**src/dif_pkg.sv**
```systemverilog
/*
  Constants and state type for the dual-interface EEPROM serial slave front end.
  Assumes nothing beyond a SystemVerilog compiler.
*/
package dif_pkg;
  // Device select byte layout
  localparam logic [3:0] DIF_DEV_TYPE = 4'hA;
  localparam int DIF_TYPE_MSB = 7;
  localparam int DIF_TYPE_LSB = 4;
  localparam int DIF_AREA_BIT = 3;
  localparam int DIF_STRAP_HI_BIT = 2;
  localparam int DIF_STRAP_LO_BIT = 1;
  localparam int DIF_RW_BIT = 0;
  // Byte and address sizes
  localparam int DIF_BYTE_W = 8;
  localparam logic [3:0] DIF_BITS_PER_BYTE = 4'h8;
  localparam int DIF_ADDR_W = 16;
  localparam int DIF_MEM_BYTES = 8192;
  localparam int DIF_MEM_AW = 13;
  localparam int DIF_MEM_WORDS = 2048;
  localparam int DIF_WORD_AW = 11;
  localparam int DIF_WORD_LSB = 2;
  // Reset values
  localparam logic [15:0] DIF_ADDR_RST = 16'h0000;
  localparam logic [7:0] DIF_BYTE_RST = 8'h00;

  typedef enum logic [3:0] {
    DIF_IDLE,
    DIF_DEVSEL,
    DIF_ACK_DEV,
    DIF_ADDR_HI,
    DIF_ACK_HI,
    DIF_ADDR_LO,
    DIF_ACK_LO,
    DIF_WDATA,
    DIF_ACK_WD,
    DIF_RDATA,
    DIF_MACK,
    DIF_WAIT_WR,
    DIF_IGNORE
  } dif_state_t;
endpackage

```
**src/dif_i2c_slave.sv**
```systemverilog
/*
  Two-wire serial slave front end of a dual-interface EEPROM: framing, device
  select, two-byte address, acknowledge, byte read/write strobes to the array.
  Assumes scl_i and sda_i are already synchronous to clk, the array answers a
  read strobe by the next clk cycle and holds mem_rd_data, and rst_n is the
  power-on reset.
*/
`timescale 1ns/10ps
module dif_i2c_slave
  import dif_pkg::*;
(
  // Clock and power-on reset
  input wire logic clk,
  input wire logic rst_n,
  // Serial bus pins
  input wire logic scl_i,
  input wire logic sda_i,
  output logic sda_o,
  output logic sda_oe,
  // Strap inputs
  input wire logic strap_addr_lo,
  input wire logic strap_addr_hi,
  // Memory array side
  output logic [dif_pkg::DIF_MEM_AW-1:0] mem_addr,
  output logic [dif_pkg::DIF_WORD_AW-1:0] mem_word_idx,
  output logic area_select_bit,
  output logic mem_wr,
  output logic [dif_pkg::DIF_BYTE_W-1:0] mem_wr_data,
  output logic mem_rd,
  input wire logic [dif_pkg::DIF_BYTE_W-1:0] mem_rd_data,
  input wire logic mem_busy,
  // Status
  output logic standby
);
  import dif_pkg::*;

  dif_state_t state_q, state_d;
  logic [3:0] cnt_q, cnt_d;
  logic [7:0] sh_q, sh_d;
  logic [7:0] tx_q, tx_d;
  logic [15:0] addr_q, addr_d;
  logic rw_q, rw_d;
  logic area_q, area_d;
  logic oe_q, oe_d;
  logic wr_q, wr_d;
  logic [7:0] wdat_q, wdat_d;
  logic rd_q, rd_d;
  logic scl_q, sda_q;
  logic [1:0] strap_q, strap_d;
  logic stby_q, stby_d;

  logic scl_rise, scl_fall, start_c, stop_c, dev_match, byte_full;

  // Bus events seen at clk rate
  assign scl_rise = scl_i & ~scl_q;
  assign scl_fall = ~scl_i & scl_q;
  assign start_c = scl_i & scl_q & sda_q & ~sda_i;
  assign stop_c = scl_i & scl_q & ~sda_q & sda_i;
  assign byte_full = (cnt_q == DIF_BITS_PER_BYTE);
  assign dev_match = (sh_q[DIF_TYPE_MSB:DIF_TYPE_LSB] == DIF_DEV_TYPE)
    && (sh_q[DIF_STRAP_HI_BIT] == strap_q[1])
    && (sh_q[DIF_STRAP_LO_BIT] == strap_q[0]);

  always_comb begin
    state_d = state_q;
    cnt_d = cnt_q;
    sh_d = sh_q;
    tx_d = tx_q;
    addr_d = addr_q;
    rw_d = rw_q;
    area_d = area_q;
    oe_d = oe_q;
    wr_d = 1'b0;
    wdat_d = wdat_q;
    rd_d = 1'b0;
    // Pad pull-downs make floating straps read 0
    strap_d = {strap_addr_hi, strap_addr_lo};
    if (start_c) begin
      state_d = DIF_DEVSEL;
      cnt_d = 4'h0;
      oe_d = 1'b0;
    end else if (stop_c) begin
      oe_d = 1'b0;
      state_d = mem_busy ? DIF_WAIT_WR : DIF_IDLE;
    end else begin
      unique case (state_q)
        DIF_IDLE, DIF_IGNORE: begin
        end
        DIF_WAIT_WR: begin
          if (!mem_busy) begin
            state_d = DIF_IDLE;
          end
        end
        DIF_DEVSEL, DIF_ADDR_HI, DIF_ADDR_LO, DIF_WDATA: begin
          if (scl_rise && !byte_full) begin
            sh_d = {sh_q[6:0], sda_i};
            cnt_d = cnt_q + 4'h1;
          end
          if (scl_fall && byte_full) begin
            oe_d = 1'b1;
            unique case (state_q)
              DIF_DEVSEL: begin
                if (dev_match) begin
                  rw_d = sh_q[DIF_RW_BIT];
                  area_d = sh_q[DIF_AREA_BIT];
                  state_d = DIF_ACK_DEV;
                end else begin
                  oe_d = 1'b0;
                  state_d = DIF_IGNORE;
                end
              end
              DIF_ADDR_HI: begin
                addr_d[15:8] = sh_q;
                state_d = DIF_ACK_HI;
              end
              DIF_ADDR_LO: begin
                addr_d[7:0] = sh_q;
                state_d = DIF_ACK_LO;
              end
              default: begin
                wr_d = 1'b1;
                wdat_d = sh_q;
                state_d = DIF_ACK_WD;
              end
            endcase
          end
        end
        DIF_ACK_HI, DIF_ACK_LO, DIF_ACK_WD: begin
          if (scl_fall) begin
            oe_d = 1'b0;
            cnt_d = 4'h0;
            if (state_q == DIF_ACK_HI) begin
              state_d = DIF_ADDR_LO;
            end else begin
              state_d = DIF_WDATA;
            end
            if (state_q == DIF_ACK_WD) begin
              addr_d = addr_q + 16'h0001;
            end
          end
        end
        DIF_ACK_DEV, DIF_MACK: begin
          if (scl_rise) begin
            if (state_q == DIF_ACK_DEV) begin
              rd_d = rw_q;
            end else if (!sda_i) begin
              rd_d = 1'b1;
            end else begin
              state_d = DIF_IGNORE;
            end
          end
          if (scl_fall) begin
            cnt_d = 4'h0;
            if (state_q == DIF_ACK_DEV && !rw_q) begin
              oe_d = 1'b0;
              state_d = DIF_ADDR_HI;
            end else begin
              // First data bit goes out on this falling edge
              oe_d = ~mem_rd_data[7];
              tx_d = {mem_rd_data[6:0], 1'b0};
              cnt_d = 4'h1;
              addr_d = addr_q + 16'h0001;
              state_d = DIF_RDATA;
            end
          end
        end
        DIF_RDATA: begin
          if (scl_fall) begin
            if (!byte_full) begin
              oe_d = ~tx_q[7];
              tx_d = {tx_q[6:0], 1'b0};
              cnt_d = cnt_q + 4'h1;
            end else begin
              oe_d = 1'b0;
              state_d = DIF_MACK;
            end
          end
        end
      endcase
    end
    stby_d = (state_d == DIF_IDLE);
  end

  // Async reset doubles as power-on reset
  always_ff @(posedge clk or negedge rst_n) begin
    if (!rst_n) begin
      state_q <= DIF_IDLE;
      cnt_q <= 4'h0;
      sh_q <= DIF_BYTE_RST;
      tx_q <= DIF_BYTE_RST;
      addr_q <= DIF_ADDR_RST;
      rw_q <= 1'b0;
      area_q <= 1'b0;
      oe_q <= 1'b0;
      wr_q <= 1'b0;
      wdat_q <= DIF_BYTE_RST;
      rd_q <= 1'b0;
      scl_q <= 1'b1;
      sda_q <= 1'b1;
      strap_q <= 2'h0;
      stby_q <= 1'b1;
    end else begin
      state_q <= state_d;
      cnt_q <= cnt_d;
      sh_q <= sh_d;
      tx_q <= tx_d;
      addr_q <= addr_d;
      rw_q <= rw_d;
      area_q <= area_d;
      oe_q <= oe_d;
      wr_q <= wr_d;
      wdat_q <= wdat_d;
      rd_q <= rd_d;
      scl_q <= scl_i;
      sda_q <= sda_i;
      strap_q <= strap_d;
      stby_q <= stby_d;
    end
  end

  // Open-drain: only ever pulls low
  assign sda_o = 1'b0;
  assign sda_oe = oe_q;
  assign mem_addr = addr_q[DIF_MEM_AW-1:0];
  assign mem_word_idx = addr_q[DIF_MEM_AW-1:DIF_WORD_LSB];
  assign area_select_bit = area_q;
  assign mem_wr = wr_q;
  assign mem_wr_data = wdat_q;
  assign mem_rd = rd_q;
  assign standby = stby_q;
endmodule

```
**config.mk**
```make
export PLATFORM = sky130hd
export DESIGN_NAME = dif_i2c_slave
export DESIGN_NICKNAME = d
export VERILOG_FILES = /design/src/dif_pkg.sv /design/src/dif_i2c_slave.sv
export SDC_FILE = /design/constraint.sdc
export NUM_CORES = 1
export LEC_CHECK = 0
export BUFFER_PORTS_ARGS = -buffer_cell sky130_fd_sc_hd__buf_4
export CAP_MARGIN = 20
export CORE_AREA = 2 2 54 106
export CTS_CLUSTER_DIAMETER = 100
export DETAILED_ROUTE_END_ITERATION = 8
export DIE_AREA = 0 0 56 108
export PLACE_DENSITY_LB_ADDON = 0.15
export SLEW_MARGIN = 20
export SYNTH_ARGS = -nofsm -noshare
export SYNTH_HDL_FRONTEND = slang
export SYNTH_SLANG_ARGS = --single-unit
export TNS_END_PERCENT = 10
```
**constraint.sdc**
```tcl
create_clock -name clk -period 5.5 [get_ports clk]
set_input_delay 1.1 -clock clk [delete_from_list [all_inputs] [get_ports clk]]
set_output_delay 1.1 -clock clk [all_outputs]
set_load 0.01 [all_outputs]
```
==> summary.md, run 1 <==
| Metric | Value |
|---|---|
| Commonest cells in the netlist | 51 x dfrtp_1, 32 x nand2_1, 27 x nor2_1 |
| Layout Skew | 0.006418 ns |
| CTS Hold Bufs | 0 |
| Pin count of the biggest net entering global routing | 55 |
| Fin Setup TNS | 0 ns |
| Critical Path End Type | register |
| Synth unique cells | 63 |
| DRC violations left | 0 |
| Initial DRC Count | 108 |
| Vias in the first global route | 2453 |
| Final max-slew violation count | 0 |
| Min-Delay Path Class | register to register |
| CP startpoint | scl_i |
| Syn nets | 340 |
| VDD IR max | 0.4247 mV |
| Final setup violating endpoints | 0 |
| Final Hold Vio Count | 0 |
| Clock sink count | 54 |
| Post-synthesis sequential area ratio | 44.37% |
| Htree depth | 2 |
| Share of layout cells above drive strength 1 | 26.76% |
| Clk buf depth | 2 |
| Power, Total | 1.873 mW |
| Setup bufs post-CTS | 0 |
| Clk_lat worst skew | 0.32 ns |
| Die H | 108 microns |
| Root Buffer | clkbuf_8 |
| Min-delay src | tx_q[6] |
| Vias/cell | 6.242 |
| GRT Resource Usage Total | 25.66% |
| Wire length per cell | 18.14 microns |
| Ys async rst share | 100.0% |
| Starting density of the core | 58.90% |
| Final Net Count | 372 |
| Placed cell areas | 3357 sq um |
| Max-Slew Margin vs Limit | 52.73% |
| Synthesized area per cell | 9.485 sq um |
| Pleak | 1.576 nW |
| RSZ-0062 raised after global routing | false |
| Max Cap Violations | 0 |
| RR Startpoint | state_q[0] |
| Max Fclk | 0.3577 GHz |
| Post-synth EDFFs | 0 |
| Die Wd | 56 microns |
| Number of gates resized after CTS | 0 |
| Grt total ovfl | 0 |
| Fill count | 422 |
| Area leader, netlist | dfrtp_1 |
| Die footprint | 6048 sq um |
| Critical path arrival | 3.00 ns |
| CTS tree | yes |
| Layout Utilization | 66.99% |
| Total wire length | 7490 microns |
| Routability cong. | 0.9390 |
| Flop-to-flop setup slack | 2.90 ns |
| Initial antenna violation count | 0 |
| TritonRoute pass-1 iters | 4 |
| PwrDens | 539.2 nW/um^2 |
| Post-Syn Area | 3054 sq um |
| Share of the synthesized area in the top cell type | 41.79% |
| Crit Path Class | input port to register |
| Critical path startpoint category | input port |
| IO Count | 53 |
| Row count | 37 |
| Worst Tran Pin Value | 0.7091 ns |
| Final antenna-violating net count | 0 |
| Hold WS | 0.4932 ns |
| Detailed-route via count | 2578 |
| Antenna cells | 0 |
| Post-DP HPWL | 5532 microns |
| Synthesized instance count | 322 |
| Dominant cell by count in the synthesized netlist | dfrtp_1 |
| Design Area, Final | 3473 sq um |
| Critical Path RT | 5.71 ns |
| PortBufs | 51 |
| Top cells by area, synth | dfrtp_1 42%, mux2_2 6.6%, nand2_1 3.9% |
| Status | completed |
| Worst Path Max Fanout | 11 |
| Synth-to-layout area growth | 13.72% |
| CTS clk-pin slew, worst paths | 0.10 ns |
| Core area | 5185 sq um |
| Synth Flop Type | dfrtp_1 |
| Syn. warnings | 0 |
| Period utilization | 50.84% |
| Min Clock Period, post-route | 2.796 ns |
| CTS Buf Count | 5 |
| First-pass GRT wire length | 11900 microns |
| Synthesized flop and latch total | 54 |
-- path summary, 6_finish.rpt --
kind                              endpoint  depth (start not counted)
worst max-delay path               standby                          6
worst min-delay path               tx_q[6]                          2
worst max register to register     standby                          5
worst min register to register     tx_q[6]                          2
max in group asynchronous          tx_q[6]                          1
min in group asynchronous       addr_q[10]                          1
-- layout make-up --
cell class,count,area [sq um],area share [%]
Clock buffer,5,68.82,1.981
Clock inverter,3,47.55,1.369
Tap cell,58,72.57,2.089
Timing Repair Buffer,52,390.4,11.24
Multi-Input combinational cell,236,1520,43.77
Sequential cell,54,1355,39.01
Inverter,5,18.77,0.5403
-- layer usage --
metal  track usage, %  routed length (microns)
met2            44.71                     4118
met4            16.84                      404
met3            3.589                      295
met5                0                        0
met1            28.68                     2672
-- report_power, final --
group	switching, mW	internal [mW]	total [mW]
clock network	0.139	0.139	0.278
registers	0.217	0.520	0.738
logic	0.452	0.405	0.857
total	0.808	1.06	1.87
-- worst max-delay path, cell delays in order --
cell	delay, ns
buf_4	0.13
nand2b_1	0.31
nor3_2	0.37
and3_1	0.53
o32ai_1	0.18
nor4_1	0.38
-- cell families after synthesis --
kind of cell | synth area share, %
AO/OA/AOI/OAI | 20.20
buffers and inverters | 5.858
other | 0.1228
AND/OR/NAND/NOR | 19.05
adder cells (fa/ha/maj) | 1.229
flip-flops | 44.37
XOR/XNOR | 0.5736
multiplexers | 8.603
-- per-stage QoR --
stage               setup slack [ns]  instances
floorplan                      2.863        322
finish                         2.704        413
detailed placement             2.461        405
global route                   2.598        413
global placement               2.554        405
CTS                            2.790        413
-- flip-flops by register name, indices dropped and copies added, names as in the netlist, 2 cells and up --
signal and flops:
tx_q 7, addr_q 13, mem_wr_data 8, cnt_q 4
sh_q 8, state_q 4, strap_q 2
-- cells in the final DEF, fill, tap and decap left out, types with 4 or more instances in the layout --
master	Yosys	layout
nand2_1	32	32
clkbuf_8	0	5
mux2_2	18	18
buf_4	12	52
dfrtp_1	51	51
nor3_1	7	7
nor4_1	4	4
o22ai_1	4	4
nand3_1	11	11
a22o_1	4	4
inv_1	5	5
mux2i_1	6	6
a21oi_1	21	21
nor2b_1	6	6
a31oi_1	5	5
nand2b_1	7	7
o21ai_0	19	19
nor2_1	27	27
a21o_1	5	5
and3_1	4	4
No activity file was read; power rests on OpenSTA's default activity.
==> run 2: changes to the inputs <==
CORE_AREA = 2 2 58 115   (was 2 2 54 106)
DIE_AREA = 0 0 60 117   (was 0 0 56 108)
clock period = 2.5 ns   (was 5.5 ns; I/O delays follow)
==> summary.md, run 2 (same netlist as run 1, synthesis figures left out) <==
| Metric | Value |
|---|---|
| Status | completed |
| Slowest stage cell, crit path | dfrtp_1 |
| Max Cap Violations | 0 |
| Max Fclk | 0.4266 GHz |
| Synth-to-layout area growth | 20.03% |
| Die footprint | 7020 sq um |
| Root Buffer | clkbuf_16 |
| Critical Path RT | 2.73 ns |
| Min-Delay Path Class | input port to async pin |
| Critical Path End Type | register |
| Pin count of the biggest net entering global routing | 55 |
| Final Hold Vio Count | 0 |
| TritonRoute pass-1 iters | 5 |
| Post-DP HPWL | 5322 microns |
| Final antenna-violating net count | 0 |
| PortBufs | 51 |
| Commonest non-fill, non-tap cell in the layout | buf_4 |
| Row count | 41 |
| RR Endpoint | addr_q[0] |
| Critical path buffers and inverters | 1 |
| Vias/cell | 5.672 |
| Crit Path Class | register to register |
| Period utilization | 93.76% |
| Total wire length | 7127 microns |
| Top delay family on crit path | simple AND/OR/NAND/NOR gates |
| Layout Skew | 0.007578 ns |
| Fill count | 573 |
| Number of gates resized after CTS | 0 |
| CTS Hold Bufs | 0 |
| DRC violations left | 0 |
| PwrDens | 1183 nW/um^2 |
| Multi-input logic area | 1520 sq um |
| RR Startpoint | cnt_q[0] |
| Final setup violating endpoints | 0 |
| Clock sink count | 54 |
| GRT Resource Usage Total | 21.65% |
| Clk buf depth | 2 |
| Final max-slew violation count | 0 |
| Detailed-route via count | 2592 |
| Worst reg2reg path depth | 8 |
| Flop-to-flop setup slack | 0.16 ns |
| VDD IR max | 0.5861 mV |
| Core area | 6207 sq um |
| Initial antenna violation count | 0 |
| IO Count | 53 |
| Max reg flops | 13 |
| Initial DRC Count | 155 |
| Share of layout cells above drive strength 1 | 29.92% |
| RSZ-0062 raised after global routing | false |
| Critical path startpoint category | register |
| Routability cong. | 0.9253 |
| Final Net Count | 388 |
| Pleak | 1.671 nW |
| First-pass GRT wire length | 11610 microns |
| Vias in the first global route | 2365 |
| Max-Slew Margin vs Limit | 55.73% |
| Htree depth | 2 |
| CTS clk-pin slew, worst paths | 0.07 ns |
| CTS Buf Count | 5 |
| Slowest stage delay, CP | 0.44 ns |
| Flip-flop and latch area | 1355 sq um |
| Commonest non-fill, non-tap cells in the layout | 68 x buf_4, 51 x dfrtp_1, 32 x nand2_1, 27 x nor2_1, 21 x a21oi_1 |
| Crit path cell chain | inv_1 > ha_1 > and3b_1 > a21oi_1 > or4_4 > a211o_4 > or3_1 > o211ai_2 |
| Wire length per cell | 15.60 microns |
| Die H | 117 microns |
| Placed cell count | 449 |
| Setup bufs post-CTS | 0 |
| Largest register by flop count | addr_q |
| Final Non-Filler Cells | 457 |
| Clk_lat worst skew | 0.30 ns |
| Antenna cells | 0 |
| Worst Path Max Fanout | 16 |
| Grt total ovfl | 0 |
| Min Clock Period, post-route | 2.344 ns |
| Worst Tran Pin Value | 0.6640 ns |
| Die Wd | 60 microns |
| Starting density of the core | 49.20% |
| Fin Setup TNS | 0 ns |
| CTS tree | yes |
| Critical path arrival | 2.57 ns |
run 2: cell count changes in the layout (fill, tap and decap cells not counted), sizes merged:
cell | before | now
buf | 52 | 68
bufinv | 1 | 0
clkinv | 0 | 1
run 2: metrics by stage:
step           power (mW)  util (%)  setup slack [ns]  cell area (sq um)  hold slack [ns]
6_report            4.335     59.06            0.1560               3666           0.2246
3_3_place_gp        3.575     56.58            0.2530               3512           0.4624
4_1_cts             4.351     59.06            0.1615               3666           0.2541
3_5_place_dp        3.613     56.58            0.1765               3512           0.4778
2_1_floorplan       2.953         -            0.3960               3054           0.2044
5_1_grt             4.676     59.06           0.03433               3666           0.2934
run 2: worst max path at each step:
stage,from,to,slack [ns],cells after the start
2_1_floorplan,cnt_q[0],addr_q[0],0.40,8
3_3_place_gp,sda_i,addr_q[0],0.25,7
3_5_place_dp,cnt_q[0],addr_q[0],0.18,8
4_1_cts,cnt_q[0],addr_q[0],0.16,8
5_1_grt,cnt_q[0],addr_q[0],0.03,8
6_report,cnt_q[0],addr_q[0],0.16,8
run 2: worst register-to-register path: stages (launching register included):
cell and delay (ns):
dfrtp_1 0.44, inv_1 0.09, ha_1 0.16, and3b_1 0.26, a21oi_1 0.09, or4_4 0.43, a211o_4 0.36, or3_1 0.35
o211ai_2 0.07
run 2: area by class of cell:
| cell class | instances | share of cell area [%] |
|---|---|---|
| Sequential cell | 54 | 36.96 |
| Multi-Input combinational cell | 236 | 41.47 |
| Tap cell | 86 | 2.935 |
| Clock buffer | 5 | 3.413 |
| Timing Repair Buffer | 68 | 13.92 |
| Clock inverter | 3 | 0.7850 |
| Inverter | 5 | 0.5119 |
run 2: layer usage:
metal	share of wire, %	vias to the layer above	GRT usage, %
met5	0	-	0
met4	1.9	0	7.852
met3	4.3	9	3.077
met2	50	79	35.00
met1	43	1246	29.12
li1	-	1258	-
run 2: report_power, final:
part | internal (mW) | total, mW | switching (mW)
combinational | 1.00 | 2.12 | 1.12
clock | 0.384 | 0.725 | 0.341
sequential | 1.15 | 1.49 | 0.338
==> run 3: changes to the inputs <==
CORE_AREA = 2 2 58 114   (was 2 2 58 115)
CTS_BUF_LIST = sky130_fd_sc_hd__clkbuf_4 sky130_fd_sc_hd__clkbuf_8   (was unset)
DIE_AREA = 0 0 60 116   (was 0 0 60 117)
RECOVER_POWER = 50   (was unset)
SLEW_MARGIN = unset   (was 20)
==> summary.md, run 3 (same netlist as run 1, synthesis figures left out) <==
| Metric | Value |
|---|---|
| Status | completed |
| Clk buf depth | 2 |
| Period utilization | 89.47% |
| Crit path cell chain | buf_4 > nand2b_1 > nor3_2 > and3_1 > a211oi_1 > a31oi_1 > nor4_1 |
| Setup bufs post-CTS | 0 |
| Final setup violating endpoints | 0 |
| Fill count | 537 |
| Clk_lat worst skew | 0.32 ns |
| Flip-flop and latch area | 1355 sq um |
| Multi-input logic area | 1520 sq um |
| Grt total ovfl | 0 |
| Busiest grt layer | met2 |
| Pleak | 1.610 nW |
| Final Hold Vio Count | 0 |
| GRT Resource Usage Total | 24.15% |
| Critical Path End Type | register |
| CTS tree | yes |
| Min-Delay Path Class | input port to register |
| Row count | 40 |
| GR Layer Usage met3 | 3.013% |
| Initial antenna violation count | 0 |
| First-pass GRT wire length | 12570 microns |
| Clock sink count | 54 |
| Die Wd | 60 microns |
| Met1 Use GR | 27.03% |
| Wire length per cell | 16.68 microns |
| Vias in the first global route | 2576 |
| Die footprint | 6960 sq um |
| IO Count | 53 |
| Worst Path Max Fanout | 11 |
| Critical path startpoint category | register |
| Largest register by flop count | addr_q |
| VDD IR max | 0.5930 mV |
| Layout Skew | 0.006539 ns |
| Htree depth | 2 |
| Slowest stage delay, CP | 0.43 ns |
| Max Fclk | 0.4471 GHz |
| Pin count of the biggest net entering global routing | 55 |
| Final Non-Filler Cells | 460 |
| Synth-to-layout area growth | 17.94% |
| Top delay family on crit path | simple AND/OR/NAND/NOR gates |
| Crit Path Class | register to register |
| Critical Path RT | 2.73 ns |
| Starting density of the core | 50.43% |
| Total wire length | 7671 microns |
| Final max-slew violation count | 0 |
| CTS clk-pin slew, worst paths | 0.10 ns |
| Share of layout cells above drive strength 1 | 26.60% |
| Post-DP HPWL | 5705 microns |
| Placed cell count | 452 |
| Commonest non-fill, non-tap cell in the layout | buf_4 |
| PortBufs | 51 |
| Max Cap Violations | 0 |
| CTS Hold Bufs | 0 |
| Die H | 116 microns |
| RSZ-0062 raised after global routing | false |
| Final antenna-violating net count | 0 |
| Vias/cell | 5.852 |
| Antenna cells | 0 |
| Max-Slew Margin vs Limit | 12.73% |
| Initial DRC Count | 124 |
| Commonest non-fill, non-tap cells in the layout | 54 x buf_4, 51 x dfrtp_1, 32 x nand2_1, 27 x nor2_1, 21 x a21oi_1 |
| Root Buffer | clkbuf_8 |
| Critical path buffers and inverters | 1 |
| Worst Tran Pin Value | 1.309 ns |
| Max reg flops | 13 |
| Min Clock Period, post-route | 2.237 ns |
| Number of gates resized after CTS | 0 |
| Core area | 6056 sq um |
| Routability cong. | 0.9664 |
| TritonRoute pass-1 iters | 4 |
| Critical path arrival | 2.47 ns |
| PwrDens | 1191 nW/um^2 |
| Slowest stage cell, crit path | dfrtp_1 |
| DRC violations left | 0 |
| Final Net Count | 393 |
| M2 GR Usage | 41.30% |
| CTS Buf Count | 5 |
| Fin Setup TNS | 0 ns |
| Detailed-route via count | 2692 |
## run 3: final timing paths
path,startpoint,to,slack [ns],depth (start not counted)
max,state_q[0],standby,0.26,7
min in group asynchronous,rst_n,state_q[0],0.45,1
max in group asynchronous,rst_n,mem_wr_data[2],1.26,1
max reg2reg,state_q[0],standby,0.26,7
min,strap_addr_hi,strap_q[1],0.30,1
min reg2reg,tx_q[2],tx_q[2],0.49,2
## run 3: stage by stage
step	total power, mW	util [%]	hold WS, ns	cell area, sq um	setup WS, ns
2_1_floorplan	2.953	-	0.2044	3054	0.3960
3_3_place_gp	3.648	58.57	0.4647	3547	0.2567
3_5_place_dp	3.690	58.57	0.4720	3547	0.2097
4_1_cts	4.317	60.52	0.2349	3665	0.2691
5_1_grt	4.601	59.48	0.2817	3602	0.1314
6_report	4.289	59.48	0.3011	3602	0.2632
## run 3: final cells by class
type | instances | share of cell area [%]
Multi-Input combinational cell | 236 | 42.20
Timing Repair Buffer | 73 | 13.48
Clock buffer | 5 | 1.910
Inverter | 5 | 0.5210
Sequential cell | 54 | 37.62
Tap cell | 84 | 2.918
Clock inverter | 3 | 1.355
## run 3: power by group
group / internal, mW / leakage, nW / switching (mW)
logic: 1.02 / 0.862 / 1.15
registers: 1.15 / 0.692 / 0.351
clock network: 0.305 / 0.0563 / 0.314
## run 3: layer usage
| layer | vias to the layer above | wire length [microns] |
|---|---|---|
| met2 | 105 | 4149 |
| met4 | 0 | 392 |
| li1 | 1257 | - |
| met3 | 28 | 347 |
| met5 | - | 0 |
| met1 | 1302 | 2781 |
